==> src/hw/rif_pkg.sv <==
// rif_pkg: constants and types for the rtc interrupt and flag logic.
// assumes a 10 MHz core clock and a plain strobe register port.
//
// How it works
// - three sources, each with own enable bit
// - pin active only for flag with enable
// - pulse mode drives pin about 200 ms
// - level mode holds pin until flags read
// - flags read ends running pulse at once
// - no interrupts while on backup supply
// - timeout sets flag, pin only if enabled
// - alarm sets flag, pin only if enabled
// - supply loss sets flag, pin only if enabled
// - polarity one: high push-pull, else low open-drain
// - polarity and pulse bits in interrupt control
// - any flags read clears the three source flags
// - each event sets its own flag
// - flags reset to zero except crystal stop
// - control registers binary, time registers bcd
// - upper byte of clock registers reserved
// - alarm fields match time sets alarm flag
package rif_pkg;

  localparam logic [18:0] ADDR_EVENT_FLAGS   = 19'h7FFF0;
  localparam logic [18:0] ADDR_CENTURIES     = 19'h7FFF1;
  localparam logic [18:0] ADDR_ALARM_SECONDS = 19'h7FFF2;
  localparam logic [18:0] ADDR_ALARM_MINUTES = 19'h7FFF3;
  localparam logic [18:0] ADDR_ALARM_HOURS   = 19'h7FFF4;
  localparam logic [18:0] ADDR_ALARM_DATE    = 19'h7FFF5;
  localparam logic [18:0] ADDR_INT_CONTROL   = 19'h7FFF6;
  localparam logic [18:0] ADDR_WATCHDOG      = 19'h7FFF7;
  localparam logic [18:0] ADDR_CALIBRATION   = 19'h7FFF8;
  localparam logic [18:0] ADDR_SECONDS       = 19'h7FFF9;
  localparam logic [18:0] ADDR_MINUTES       = 19'h7FFFA;
  localparam logic [18:0] ADDR_HOURS         = 19'h7FFFB;
  localparam logic [18:0] ADDR_WEEKDAY       = 19'h7FFFC;
  localparam logic [18:0] ADDR_MONTH_DAY     = 19'h7FFFD;
  localparam logic [18:0] ADDR_MONTHS        = 19'h7FFFE;
  localparam logic [18:0] ADDR_YEARS         = 19'h7FFFF;

  // flags register fields
  localparam int FLG_TIMEOUT  = 7;
  localparam int FLG_ALARM    = 6;
  localparam int FLG_SUPPLY   = 5;
  localparam int FLG_CRYSTAL  = 4;
  localparam int FLG_CAL      = 2;
  localparam int FLG_WRITE    = 1;
  localparam int FLG_READ     = 0;
  // interrupt control fields
  localparam int ICR_TIMEOUT_EN = 7;
  localparam int ICR_ALARM_EN   = 6;
  localparam int ICR_SUPPLY_EN  = 5;
  localparam int ICR_POLARITY   = 3;
  localparam int ICR_PULSE      = 2;
  localparam logic [7:0] ICR_WRITE_MASK = 8'hEC;
  localparam logic [7:0] FLG_WRITE_MASK = 8'h17;
  // watchdog fields
  localparam int WDG_LOCK = 6;
  localparam logic [7:0] WDG_VALUE_MASK = 8'h3F;
  // alarm match-disable bit
  localparam int ALM_MATCH_OFF = 7;

  // reset values
  localparam logic [7:0] RST_FLAGS       = 8'h00;
  localparam logic [7:0] RST_INT_CONTROL = 8'h08;
  localparam logic [7:0] RST_ALARM       = 8'h80;
  localparam logic [7:0] RST_ZERO        = 8'h00;

  // pulse timing
  localparam int CLK_HZ         = 10_000_000;
  localparam int PULSE_TIME_MS  = 200;
  localparam int PULSE_CYCLES   = CLK_HZ / 1000 * PULSE_TIME_MS;
  localparam int PULSE_CNT_W    = 21;

  typedef enum logic [2:0] {
    PIN_IDLE  = 3'b001,
    PIN_PULSE = 3'b010,
    PIN_HELD  = 3'b100
  } rif_pin_state_type;

  // one event per source, same order as flag bits 7..5
  typedef struct packed {
    logic timeout;
    logic alarm;
    logic supply_loss;
  } rif_events_type;

  typedef struct packed {
    logic [18:0] addr;
    logic [15:0] wdata;
    logic        write;
    logic        read;
  } rif_bus_req_type;

endpackage : rif_pkg

==> src/hw/rif_pin_driver.sv <==
// rif_pin_driver: turns the logical interrupt level into pin signals.
// assumes the pad resolves the wire from output and enable.
`timescale 1ns/1ps
module rif_pin_driver (
  // clock and reset
  input  wire logic i_clk,
  input  wire logic i_reset,
  // control
  input  wire logic i_active,
  input  wire logic i_active_high,
  input  wire logic i_main_power,
  // pin
  output logic      o_pin_out,
  output logic      o_pin_oe
);

  logic out_r;
  logic oe_r;

  always_ff @(posedge i_clk) begin
    if (i_reset) begin
      out_r <= 1'b0;
      oe_r  <= 1'b0;
    end else if (i_active_high) begin
      // push-pull, high only on main power
      out_r <= i_active & i_main_power;
      oe_r  <= 1'b1;
    end else begin
      // open drain: pull low when active, else release
      out_r <= 1'b0;
      oe_r  <= i_active;
    end
  end

  assign o_pin_out = out_r;
  assign o_pin_oe  = oe_r;

endmodule : rif_pin_driver

==> src/hw/rif_top.sv <==
// rif_top: flags, enables, interrupt pin and clock register map.
// assumes time keeping, watchdog counter and power monitor are outside
// and hand in one-cycle event pulses synchronous to the core clock.
//
// Strobed register access was decided locally.
`timescale 1ns/1ps
module rif_top (
  // clock and reset
  input  wire logic        I_CORE_CLK,
  input  wire logic        I_RESET,
  // register port
  input  wire logic [18:0] I_ADDR,
  input  wire logic [15:0] I_WDATA,
  input  wire logic        I_WRITE,
  input  wire logic        I_READ,
  output logic      [15:0] O_RDATA,
  // event sources
  input  wire logic        I_TIMEOUT_EVENT,
  input  wire logic        I_SUPPLY_LOSS_EVENT,
  input  wire logic        I_CRYSTAL_STOP_EVENT,
  input  wire logic        I_MAIN_POWER,
  // current time from the counters, bcd
  input  wire logic [7:0]  I_TIME_SECONDS,
  input  wire logic [7:0]  I_TIME_MINUTES,
  input  wire logic [7:0]  I_TIME_HOURS,
  input  wire logic [7:0]  I_TIME_DATE,
  // control out to counters
  output logic             O_TIMEOUT_RESTART,
  output logic      [5:0]  O_TIMEOUT_VALUE,
  output logic             O_CRYSTAL_RUN,
  output logic      [5:0]  O_CAL_VALUE,
  output logic             O_CAL_SIGN,
  output logic             O_CAL_TEST,
  output logic             O_READ_HOLD,
  // interrupt pin
  output logic             O_INT_OUT,
  output logic             O_INT_OE
);

  ////////////////////////////////////////////////////////////////////
  // register storage

  rif_pkg::rif_bus_req_type req;
  rif_pkg::rif_events_type  evt;
  rif_pkg::rif_pin_state_type pin_state_r;

  logic [7:0] flags_r;
  logic [7:0] int_control_r;
  logic [7:0] watchdog_r;
  logic [7:0] calibration_r;
  logic [7:0] alarm_r [0:3];
  logic [7:0] clock_r [0:6];
  logic [7:0] rdata_r;
  logic       restart_r;
  logic [rif_pkg::PULSE_CNT_W-1:0] pulse_cnt_r;
  logic       alarm_hit;
  logic       alarm_match_prev_r;
  logic       alarm_match;
  logic       flags_read;
  logic       flags_write;
  logic       pending;
  logic       raise;
  logic       pin_active;
  logic [2:0] enabled_hits;

  assign req = '{addr: I_ADDR, wdata: I_WDATA, write: I_WRITE, read: I_READ};
  assign flags_read  = req.read & (req.addr == rif_pkg::ADDR_EVENT_FLAGS);
  assign flags_write = req.write & (req.addr == rif_pkg::ADDR_EVENT_FLAGS)
                       & flags_r[rif_pkg::FLG_WRITE];

  ////////////////////////////////////////////////////////////////////
  // alarm match: fields with match-disable clear are compared

  logic [3:0] field_ok;
  logic [7:0] time_now [0:3];
  assign time_now[0] = I_TIME_SECONDS;
  assign time_now[1] = I_TIME_MINUTES;
  assign time_now[2] = I_TIME_HOURS;
  assign time_now[3] = I_TIME_DATE;

  genvar g;
  generate
    for (g = 0; g < 4; g++) begin : g_match
      assign field_ok[g] = alarm_r[g][rif_pkg::ALM_MATCH_OFF]
                           | (alarm_r[g][6:0] == time_now[g][6:0]);
    end
  endgenerate

  // all fields disabled means alarm off; edge so one match sets once
  assign alarm_match = (&field_ok) & ~(&{alarm_r[0][7], alarm_r[1][7],
                                         alarm_r[2][7], alarm_r[3][7]});
  assign alarm_hit = alarm_match & ~alarm_match_prev_r;

  always_ff @(posedge I_CORE_CLK) begin
    if (I_RESET) begin
      alarm_match_prev_r <= 1'b0;
    end else begin
      alarm_match_prev_r <= alarm_match;
    end
  end

  assign evt = '{timeout: I_TIMEOUT_EVENT, alarm: alarm_hit,
                 supply_loss: I_SUPPLY_LOSS_EVENT};

  ////////////////////////////////////////////////////////////////////
  // flags register

  always_ff @(posedge I_CORE_CLK) begin
    if (I_RESET) begin
      flags_r[7:5] <= 3'h0;
      flags_r[4:0] <= 5'h00;
    end else begin
      // source flags: read clears, a coincident event still sets
      if (flags_read) begin
        flags_r[7:5] <= evt;
      end else begin
        flags_r[7:5] <= flags_r[7:5] | evt;
      end
      if (flags_write) begin
        flags_r[rif_pkg::FLG_CAL]   <= req.wdata[rif_pkg::FLG_CAL];
        flags_r[rif_pkg::FLG_READ]  <= req.wdata[rif_pkg::FLG_READ];
      end
      // the write-enable bit itself is always writable
      if (req.write && req.addr == rif_pkg::ADDR_EVENT_FLAGS) begin
        flags_r[rif_pkg::FLG_WRITE] <= req.wdata[rif_pkg::FLG_WRITE];
      end
      flags_r[4:3] <= 2'h0;
    end
  end

  // crystal stop flag is not touched by reset, only by its event or a write
  logic crystal_stop_r;
  always_ff @(posedge I_CORE_CLK) begin
    if (I_CRYSTAL_STOP_EVENT) begin
      crystal_stop_r <= 1'b1;
    end else if (flags_write) begin
      crystal_stop_r <= req.wdata[rif_pkg::FLG_CRYSTAL];
    end
  end

  ////////////////////////////////////////////////////////////////////
  // control registers, binary

  always_ff @(posedge I_CORE_CLK) begin
    if (I_RESET) begin
      int_control_r <= rif_pkg::RST_INT_CONTROL;
      watchdog_r    <= rif_pkg::RST_ZERO;
      calibration_r <= rif_pkg::RST_ZERO;
      restart_r     <= 1'b0;
    end else begin
      restart_r <= 1'b0;
      if (req.write && req.addr == rif_pkg::ADDR_INT_CONTROL) begin
        int_control_r <= req.wdata[7:0] & rif_pkg::ICR_WRITE_MASK;
      end
      if (req.write && req.addr == rif_pkg::ADDR_WATCHDOG) begin
        watchdog_r[rif_pkg::WDG_LOCK] <= req.wdata[rif_pkg::WDG_LOCK];
        restart_r <= req.wdata[7];
        if (!req.wdata[rif_pkg::WDG_LOCK]) begin
          watchdog_r[5:0] <= req.wdata[5:0];
        end
      end
      if (req.write && req.addr == rif_pkg::ADDR_CALIBRATION) begin
        calibration_r <= req.wdata[7:0] & 8'hBF;
      end
    end
  end

  ////////////////////////////////////////////////////////////////////
  // alarm and clock registers, bcd; alarm writes need the write bit

  generate
    for (g = 0; g < 4; g++) begin : g_alarm
      always_ff @(posedge I_CORE_CLK) begin
        if (I_RESET) begin
          alarm_r[g] <= rif_pkg::RST_ALARM;
        end else if (req.write && flags_r[rif_pkg::FLG_WRITE]
                     && req.addr == rif_pkg::ADDR_ALARM_SECONDS + 19'(g)) begin
          alarm_r[g] <= req.wdata[7:0];
        end
      end
    end
    for (g = 0; g < 7; g++) begin : g_clock
      always_ff @(posedge I_CORE_CLK) begin
        if (I_RESET) begin
          clock_r[g] <= rif_pkg::RST_ZERO;
        end else if (req.write && req.addr == rif_pkg::ADDR_SECONDS + 19'(g)) begin
          clock_r[g] <= req.wdata[7:0];
        end
      end
    end
  endgenerate

  logic [7:0] centuries_r;
  always_ff @(posedge I_CORE_CLK) begin
    if (I_RESET) begin
      centuries_r <= rif_pkg::RST_ZERO;
    end else if (req.write && req.addr == rif_pkg::ADDR_CENTURIES) begin
      centuries_r <= req.wdata[7:0];
    end
  end

  ////////////////////////////////////////////////////////////////////
  // read port, one cycle latency, upper byte reserved

  always_ff @(posedge I_CORE_CLK) begin
    if (I_RESET) begin
      rdata_r <= rif_pkg::RST_ZERO;
    end else if (req.read) begin
      if (req.addr == rif_pkg::ADDR_EVENT_FLAGS) begin
        rdata_r <= {flags_r[7:5], crystal_stop_r, flags_r[3:0]};
      end else if (req.addr == rif_pkg::ADDR_CENTURIES) begin
        rdata_r <= centuries_r;
      end else if (req.addr >= rif_pkg::ADDR_ALARM_SECONDS
                   && req.addr <= rif_pkg::ADDR_ALARM_DATE) begin
        rdata_r <= alarm_r[2'(req.addr - rif_pkg::ADDR_ALARM_SECONDS)];
      end else if (req.addr == rif_pkg::ADDR_INT_CONTROL) begin
        rdata_r <= int_control_r;
      end else if (req.addr == rif_pkg::ADDR_WATCHDOG) begin
        rdata_r <= {1'b0, watchdog_r[6:0]};
      end else if (req.addr == rif_pkg::ADDR_CALIBRATION) begin
        rdata_r <= calibration_r;
      end else if (req.addr >= rif_pkg::ADDR_SECONDS) begin
        rdata_r <= clock_r[3'(req.addr - rif_pkg::ADDR_SECONDS)];
      end else begin
        rdata_r <= rif_pkg::RST_ZERO;
      end
    end else begin
      rdata_r <= rif_pkg::RST_ZERO;
    end
  end

  assign O_RDATA = {8'h00, rdata_r};

  ////////////////////////////////////////////////////////////////////
  // interrupt pin sequencing

  assign enabled_hits = flags_r[7:5] & {int_control_r[rif_pkg::ICR_TIMEOUT_EN],
                                        int_control_r[rif_pkg::ICR_ALARM_EN],
                                        int_control_r[rif_pkg::ICR_SUPPLY_EN]};
  // new enabled event this cycle starts a pulse
  assign raise   = |(evt & {int_control_r[rif_pkg::ICR_TIMEOUT_EN],
                            int_control_r[rif_pkg::ICR_ALARM_EN],
                            int_control_r[rif_pkg::ICR_SUPPLY_EN]});
  assign pending = |enabled_hits;

  always_ff @(posedge I_CORE_CLK) begin
    if (I_RESET) begin
      pin_state_r <= rif_pkg::PIN_IDLE;
      pulse_cnt_r <= '0;
    end else if (!I_MAIN_POWER) begin
      pin_state_r <= rif_pkg::PIN_IDLE;
      pulse_cnt_r <= '0;
    end else begin
      case (pin_state_r)
        rif_pkg::PIN_IDLE: begin
          if (int_control_r[rif_pkg::ICR_PULSE] && raise && !flags_read) begin
            pin_state_r <= rif_pkg::PIN_PULSE;
            pulse_cnt_r <= rif_pkg::PULSE_CNT_W'(rif_pkg::PULSE_CYCLES - 1);
          end else if (!int_control_r[rif_pkg::ICR_PULSE] && pending && !flags_read) begin
            pin_state_r <= rif_pkg::PIN_HELD;
          end
        end
        rif_pkg::PIN_PULSE: begin
          if (flags_read) begin
            pin_state_r <= rif_pkg::PIN_IDLE;
          end else if (pulse_cnt_r == '0) begin
            pin_state_r <= rif_pkg::PIN_IDLE;
          end else begin
            pulse_cnt_r <= pulse_cnt_r - 1'b1;
          end
        end
        rif_pkg::PIN_HELD: begin
          if (flags_read || !pending || int_control_r[rif_pkg::ICR_PULSE]) begin
            pin_state_r <= rif_pkg::PIN_IDLE;
          end
        end
        default: begin
          pin_state_r <= rif_pkg::PIN_IDLE;
        end
      endcase
    end
  end

  assign pin_active = (pin_state_r != rif_pkg::PIN_IDLE);

  rif_pin_driver u_pin (
    .i_clk         (I_CORE_CLK),
    .i_reset       (I_RESET),
    .i_active      (pin_active),
    .i_active_high (int_control_r[rif_pkg::ICR_POLARITY]),
    .i_main_power  (I_MAIN_POWER),
    .o_pin_out     (O_INT_OUT),
    .o_pin_oe      (O_INT_OE)
  );

  ////////////////////////////////////////////////////////////////////
  // control outputs to the counters

  assign O_TIMEOUT_RESTART = restart_r;
  assign O_TIMEOUT_VALUE   = watchdog_r[5:0];
  assign O_CRYSTAL_RUN     = ~calibration_r[7];
  assign O_CAL_VALUE       = {1'b0, calibration_r[4:0]};
  assign O_CAL_SIGN        = calibration_r[5];
  assign O_CAL_TEST        = flags_r[rif_pkg::FLG_CAL];
  assign O_READ_HOLD       = flags_r[rif_pkg::FLG_READ];

endmodule : rif_top

==> config.mk <==
export PLATFORM = sky130hd
export DESIGN_NAME = rif_top
export DESIGN_NICKNAME = d
export VERILOG_FILES = /design/src/hw/rif_pkg.sv /design/src/hw/rif_pin_driver.sv /design/src/hw/rif_top.sv
export SDC_FILE = /design/constraint.sdc
export NUM_CORES = 1
export LEC_CHECK = 0
export ABC_AREA = 1
export BUFFER_PORTS_ARGS = -buffer_cell sky130_fd_sc_hd__buf_2
export CORE_UTILIZATION = 63
export DETAILED_ROUTE_END_ITERATION = 12
export PLACE_DENSITY = 0.86
export SLEW_MARGIN = 20
export SYNTH_ARGS = -nofsm -noshare
export SYNTH_HDL_FRONTEND = slang
export SYNTH_SLANG_ARGS = --single-unit
==> constraint.sdc <==
create_clock -name I_CORE_CLK -period 4.6 [get_ports I_CORE_CLK]
set_input_delay 0.92 -clock I_CORE_CLK [delete_from_list [all_inputs] [get_ports I_CORE_CLK]]
set_output_delay 0.92 -clock I_CORE_CLK [all_outputs]
set_load 0.02 [all_outputs]
# [Word-level counts from Yosys, hierarchy flattened]
# Memory sizes are Yosys's and may differ from the RTL's.
# Index checks and enable logic that the tools add are counted.
[totals] elab_cells=191 latch_bits=0 ff_bits=70 memories=2 ramBits=88 out_inout_bits=35 input_bits=75 mem_bits_ro=0
[mem_list] name="clock_r" depth=7 width=8 rd=1 rd_clocked_by_memory_dff=0 write_ports=7 line="rif_top.sv:52" text="logic [7:0] clock_r [0:6];"
[mem_list] name="alarm_r" depth=4 width=8 rd=5 rd_clocked_by_memory_dff=0 write_ports=4 line="rif_top.sv:51" text="logic [7:0] alarm_r [0:3];"
[classes] n_eq_ne=30 shift=0 order_cmp=3 n_mul=0 add_sub_neg=3 n_mux=65 bitwise=32 n_reduce_logical=40 n_div=0
[op_table] cell="equality test 19 bit, second input constant" n=16
[op_table] cell="two-way mux 8 bit" n=18
[op_table] cell="two-way mux 21 bit" n=3
[op_table] cell="case mux 21 bit (2 select lines)" n=1
[op_table] cell=">= comparator 19 bit, second input constant" n=2
[op_table] cell="two-way mux 1 bit" n=36
[op_table] cell="equality test 7 bit" n=4
[op_table] cell="logical AND 1 bit" n=22
[op_table] cell="logical NOT 21 bit" n=1
[op_table] cell="subtractor 21 x 1 -> 21 bit, second input constant" n=1
[op_table] cell="<= comparator 19 bit, second input constant" n=1
[op_table] cell="two-way mux 3 bit" n=6
[op_table] cell="OR 1 bit" n=15
[op_table] cell="AND reduction 4 bit" n=3
[op_table] cell="case mux 3 bit (3 select lines)" n=1
[op_table] cell="inequality test 2 bit, second input constant" n=4
[op_table] cell="inverter 1 bit" n=8
[op_table] cell="OR reduction 2 bit" n=4
[op_table] cell="AND 1 bit" n=6
[op_table] cell="AND 3 bit" n=2
[op_table] cell="inequality test 3 bit, second input constant" n=2
[op_table] cell="OR reduction 3 bit" n=2
[op_table] cell="equality test 3 x 1 -> 1 bit, second input constant" n=1
[op_table] cell="equality test 3 x 2 -> 1 bit, second input constant" n=1
[op_table] cell="other kinds (10)" n=13

# [Logic depth before layout (Yosys ltp)]
# An unclocked memory read counts as a cell.
[depth] depth_word=12 ltp_mapped=17 ltp_nobuf=17

# [Hierarchy]
# From an unflattened synthesis, not the netlist that was laid out.
[hier_totals] cells_unflattened=1135 hier_area_um2=8595.7
[modules_own_cells] mod="rif_top" n_inst=1 cells_each=1127 area_each_um2=8528.2
[modules_own_cells] mod="rif_pin_driver" n_inst=1 cells_each=8 area_each_um2=67.6

# [Worst setup path before layout]
# Ideal clock, no wire load.
[synth_path] path_kind="input to register" start="in I_ADDR[0]" end="reg rdata_r[1]" t_required_ns=4.541 arrival_time_ns=3.225 cell_stages=15 setup_slack_ns=1.317 n_path_buf=4 cell_sequence="clkbuf_1 inv_1 clkbuf_1 clkbuf_1 ha_1 inv_1 clkbuf_1 o21ai_0 o221ai_1 nand4_1 o211ai_1 o21ai_1 o21bai_1 nand2_1 nand2_1"
[synth_between] elab_chain_len=9
[synth_rtl] item="start, declared" line="rif_top.sv:12" text="input wire logic [18:0] I_ADDR,"
[synth_rtl] item="subtractor 3 x 1 -> 3 bit" line="rif_top.sv:223" text="rdata_r <= clock_r[3'(req.addr - rif_pkg::ADDR_SECONDS)];"
[synth_rtl] item="memory read (7 x 8 bit)"
[synth_rtl] item="two-way mux 8 bit" line="rif_top.sv:222" text="end else if (req.addr >= rif_pkg::ADDR_SECONDS) begin"
[synth_rtl] item="two-way mux 8 bit" line="rif_top.sv:220" text="end else if (req.addr == rif_pkg::ADDR_CALIBRATION) begin"
[synth_rtl] item="two-way mux 8 bit" line="rif_top.sv:218" text="end else if (req.addr == rif_pkg::ADDR_WATCHDOG) begin"
[synth_rtl] item="two-way mux 8 bit" line="rif_top.sv:216" text="end else if (req.addr == rif_pkg::ADDR_INT_CONTROL) begin"
[synth_rtl] item="two-way mux 8 bit" line="rif_top.sv:213" text="end else if (req.addr >= rif_pkg::ADDR_ALARM_SECONDS"
[synth_rtl] item="two-way mux 8 bit" line="rif_top.sv:211" text="end else if (req.addr == rif_pkg::ADDR_CENTURIES) begin"
[synth_rtl] item="two-way mux 8 bit (*)" line="rif_top.sv:209" text="if (req.addr == rif_pkg::ADDR_EVENT_FLAGS) begin"
[synth_rtl] item="end signal, assigned" line="rif_top.sv:210" text="rdata_r <= {flags_r[7:5], crystal_stop_r, flags_r[3:0]};"
[synth_rtl] item="end signal, assigned" line="rif_top.sv:212" text="rdata_r <= centuries_r;"
[synth_rtl] item="end signal, assigned" line="rif_top.sv:217" text="rdata_r <= int_control_r;"
[synth_rtl] item="end, declared" line="rif_top.sv:53" text="logic [7:0] rdata_r;"
# Every way passes the cells marked *; elsewhere a longest branch is shown, timed or not.
# A chain may end at the register's enable or synchronous reset.

# [Final worst setup path]
[layout_path] start="in I_ADDR[1]" end="reg rdata_r[1]"
# Same word-level chain as after synthesis.

==> run summary <==
The via count of the first global-routing pass came out at about 7000. The biggest area contributor in the post-synthesis netlist is edfxtp_1. The area share of the largest cell type after synthesis is 0.315. Each instance of the synthesized netlist takes up on average about 7.7 um^2.

The startpoint of the most critical hold path is centuries_r[4]. After synthesis, the share of flip-flops with an asynchronous set or reset is 0. The cell count of the worst hold path came out at 2. The total setup violations reported at the end of the flow is 0. The Yosys warning count came out at 0. The hold buffer count at cts came out at 0. The total negative slack for setup checks is 0 ns. For the final database, setup skew stands at roughly 0.0091 ns. The DRC violation total after the first TritonRoute iteration is approximately 1100. The path with the worst hold slack has its endpoint at centuries_r[4]. The die is roughly 120 um tall.

The signal on the critical path passes through buf_2 -> inv_1 -> ha_1 -> inv_1 -> o21ai_0 -> o221ai_1 -> nand4_1 -> o211ai_1 -> o21ai_1 -> o21bai_1 -> nand2_1 -> nand2_1. The count of inserted antenna diode cells is 0. The routed design could run at a clock period as short as between 3 and 4 ns. Setup repair after global routing left no endpoint under its margin. For this run, the slowest stage of the critical path takes 0.56 ns. The count of flip-flops with a built-in enable after synthesis is 88. In this run the power density over the cells is about 340 mW/mm^2. The half-perimeter wire length after detailed placement came out at approximately 15000 um.

The effective utilization at floorplan came out at 0.655. In the routed layout, each cell is associated on average with a via count of 5.76. The register bit count reported by yosys came out at roughly 160. The area of the mapped netlist came out at between 0.008 and 0.009 mm^2.

For this run, the leading register cell type out of synthesis is edfxtp_1. Post-CTS timing repair inserted 0 buffers for setup. The total grt overflow came out at 0. By count the netlist is led by nand2_1 (195), nor2_1 (188), inv_1 (117).

nand2_1 is the most common cell in the netlist. The path class of the lowest-slack min-delay path is flop to flop. Routability-driven placement finished with a final weighted congestion of 1.03. Dividing the final minimum period by the clock period gives 0.718.

For this run, the total global-route usage over all layers was measured as 0.336. The peak clock frequency supported by timing is ~300 MHz. The number of distinct library cells after synthesis came out at 42.

The total of buffers placed on input and output ports is slightly below 90. The number of resized instances in the post-cts repair step is 0. The die covers 0.0138 mm^2.

The initial antenna violation count is 0. Clock-pin slew was measured on the worst setup and hold paths at about 0.060 ns. The run finished with clean final reports.

The fraction of the yosys area taken by sequential cells is 0.482. The detailed-router iteration count before antenna repair came out at 6. The utilization after layout is 0.731. Counting along the longest clock path gives a buffer depth of 2.

The clock tree synthesis step divided the H-tree into 4 levels. The setup path with the least slack is of type input pin to flop. The total number of nets in the final design is 1226. The minimum setup slack among reg-to-reg paths came out at about 1.9 ns. The count of pins on the block boundary is 110. Entering global routing, the biggest net connects 45 pins. The average wire per standard cell came out at roughly 17 um. The core footprint is around 0.013 mm^2. The number of slew-limit violations in the final report came out at 0. The number of max-cap violations came out at 0. The site row count is 41.

The post-route DRC violation count is 0. The remaining antenna violation count after routing is 0. The cell count of the worst reg-to-reg path is 8. The total clock sinks is between 150 and 200.

The share of final-layout standard cells stronger than drive strength 1 came out at 0.137. The endpoint of the worst register-to-register path is pulse_cnt_r[12]. The tightest slew margin relative to the limit came out at 0.379. The critical path data required time came out at ~5 ns. The top fanout value on the critical path came out at 18. The transition time of the tightest slew-check pin came out at ~0.93 ns. The worst-case vdd ir drop is 0.341 mV.

The post-layout total power came out at about 3.2 mW. The filler cell count came out at between 900 and 1000. TritonCTS built the clock tree. The cell leakage power is roughly 4 nW. The launch point of the worst reg-to-reg path is pin_state_r[1].

The number of hold-slack violations in the final timing report is 0. The horizontal extent of the die is approximately 120 um. The number of instances in the synthesized netlist came out at between 1000 and 1500. In the post-synthesis netlist, the biggest area contributors are edfxtp_1 (31%), dfxtp_1 (17%), nand2_1 (8.7%). The total number of vias came out at 7660. The cell sitting at the root of the clock tree is a clkbuf_16. The clock latency of the later-clocked register in the worst-skew pair is between 0.4 and 0.5 ns. The first global-routing pass estimated ~36000 um of wire. For the worst setup path, the data arrival time is 3.69 ns. The slowest library cell on the worst path is ha_1. The synthesis-to-layout area growth came out at 11.7%.

The worst setup path is launched from an input pin. The number of CTS-inserted buffers is 17. The critical path capture point type is a flop. Summed over all layers, the routed wires come to between 20000 and 25000 um.
## report_power, final
| part | internal [mW] | total, mW | switching, mW |
|---|---|---|---|
| logic | 0.0672 | 0.230 | 0.163 |
| registers | 1.52 | 1.54 | 0.0151 |
| clock network | 0.784 | 1.39 | 0.611 |
| total | 2.37 | 3.16 | 0.789 |
## cells by family (layout without fill, tap and decap cells)
kind of cell               Yosys count  after routing  share of synthesized area
other                                1              9                   0.000447
DFF                                158            158                      0.482
adders and majority gates            5              5                    0.00745
and+or+nand+nor                    506            506                      0.257
xor gates and xnor gates            26             26                     0.0271
AOI/OAI and AO/OA                  202            202                      0.130
buffers and inverters              191            253                     0.0966
## flip-flops by register name, indices dropped and copies added, names as in the netlist
signal,flops
pulse_cnt_r,21
pin_state_r,3
u_pin.o_pin_oe,1
centuries_r,8
int_control_r,5
alarm_match_prev_r,1
watchdog_r,7
clock_r,56
O_TIMEOUT_RESTART,1
alarm_r,32
crystal_stop_r,1
u_pin.o_pin_out,1
flags_r,6
rdata_r,8
calibration_r,7
## how the worst max path moves through the flow
stage / depth (start not counted) / startpoint / endpoint
floorplan: 15 / I_ADDR[0] / rdata_r[1]
global placement: 12 / I_ADDR[1] / rdata_r[1]
detailed placement: 12 / I_ADDR[1] / rdata_r[1]
CTS: 12 / I_ADDR[1] / rdata_r[1]
global route: 14 / I_ADDR[1] / rdata_r[6]
finish: 12 / I_ADDR[1] / rdata_r[1]
## metrics by stage
step	std cells	hold WS, ns	worst slack, ns	cell area, um^2
after floorplan	1097	0.425	1.32	8430
after global placement	1299	0.438	1.07	8790
final	1331	0.458	1.30	9380
after global routing	1331	0.472	1.21	9380
after CTS	1331	0.458	1.46	9380
after detailed placement	1299	0.449	1.02	8790
## critical path: cells and delay by family
kind | cells | cell delay, ns
buffers and inverters | 3 | 0.93
adders and majority gates | 1 | 0.56
AOI/OAI and AO/OA | 5 | 0.96
and+or+nand+nor | 3 | 0.31
## area by class of cell
| cell class | instances | area, um^2 | share of cell area |
|---|---|---|---|
| sequential | 158 | 4040 | 0.431 |
| tap | 172 | 215 | 0.0229 |
| timing repair buffer | 92 | 470 | 0.0502 |
| inverter | 129 | 484 | 0.0516 |
| multi-input combinational | 748 | 3580 | 0.381 |
| clock buffer | 21 | 494 | 0.0527 |
| clock inverter | 11 | 92.6 | 0.00987 |
## routing by layer
layer / GRT usage / part of all wire / vias to the layer above
met3: 0.0717 / 0.089 / 79
met1: 0.424 / 0.39 / 3500
met2: 0.539 / 0.48 / 420
met5: 0 / 0 / -
li1: - / - / 3661
met4: 0.185 / 0.041 / 0
## placed cells by master (no fill, tap or decap), types with 5 or more instances in the layout
cell type / Yosys / layout
inv_2: 12 / 12
inv_1: 117 / 117
o21ai_0: 80 / 80
buf_2: 3 / 88
nand2_1: 195 / 195
ha_1: 5 / 5
xnor2_1: 13 / 13
nand4_1: 10 / 10
conb_1: 1 / 9
o22ai_1: 5 / 5
o21ai_1: 10 / 10
nor3_1: 12 / 11
o211ai_1: 7 / 7
edfxtp_1: 88 / 88
nand3_1: 68 / 68
nor4_1: 7 / 7
clkbuf_16: 0 / 19
a21oi_1: 83 / 83
o221ai_1: 5 / 5
xor2_1: 13 / 13
dfxtp_1: 70 / 70
inv_6: 0 / 5
nor2_1: 188 / 188
(Power assumes the default switching activity.)
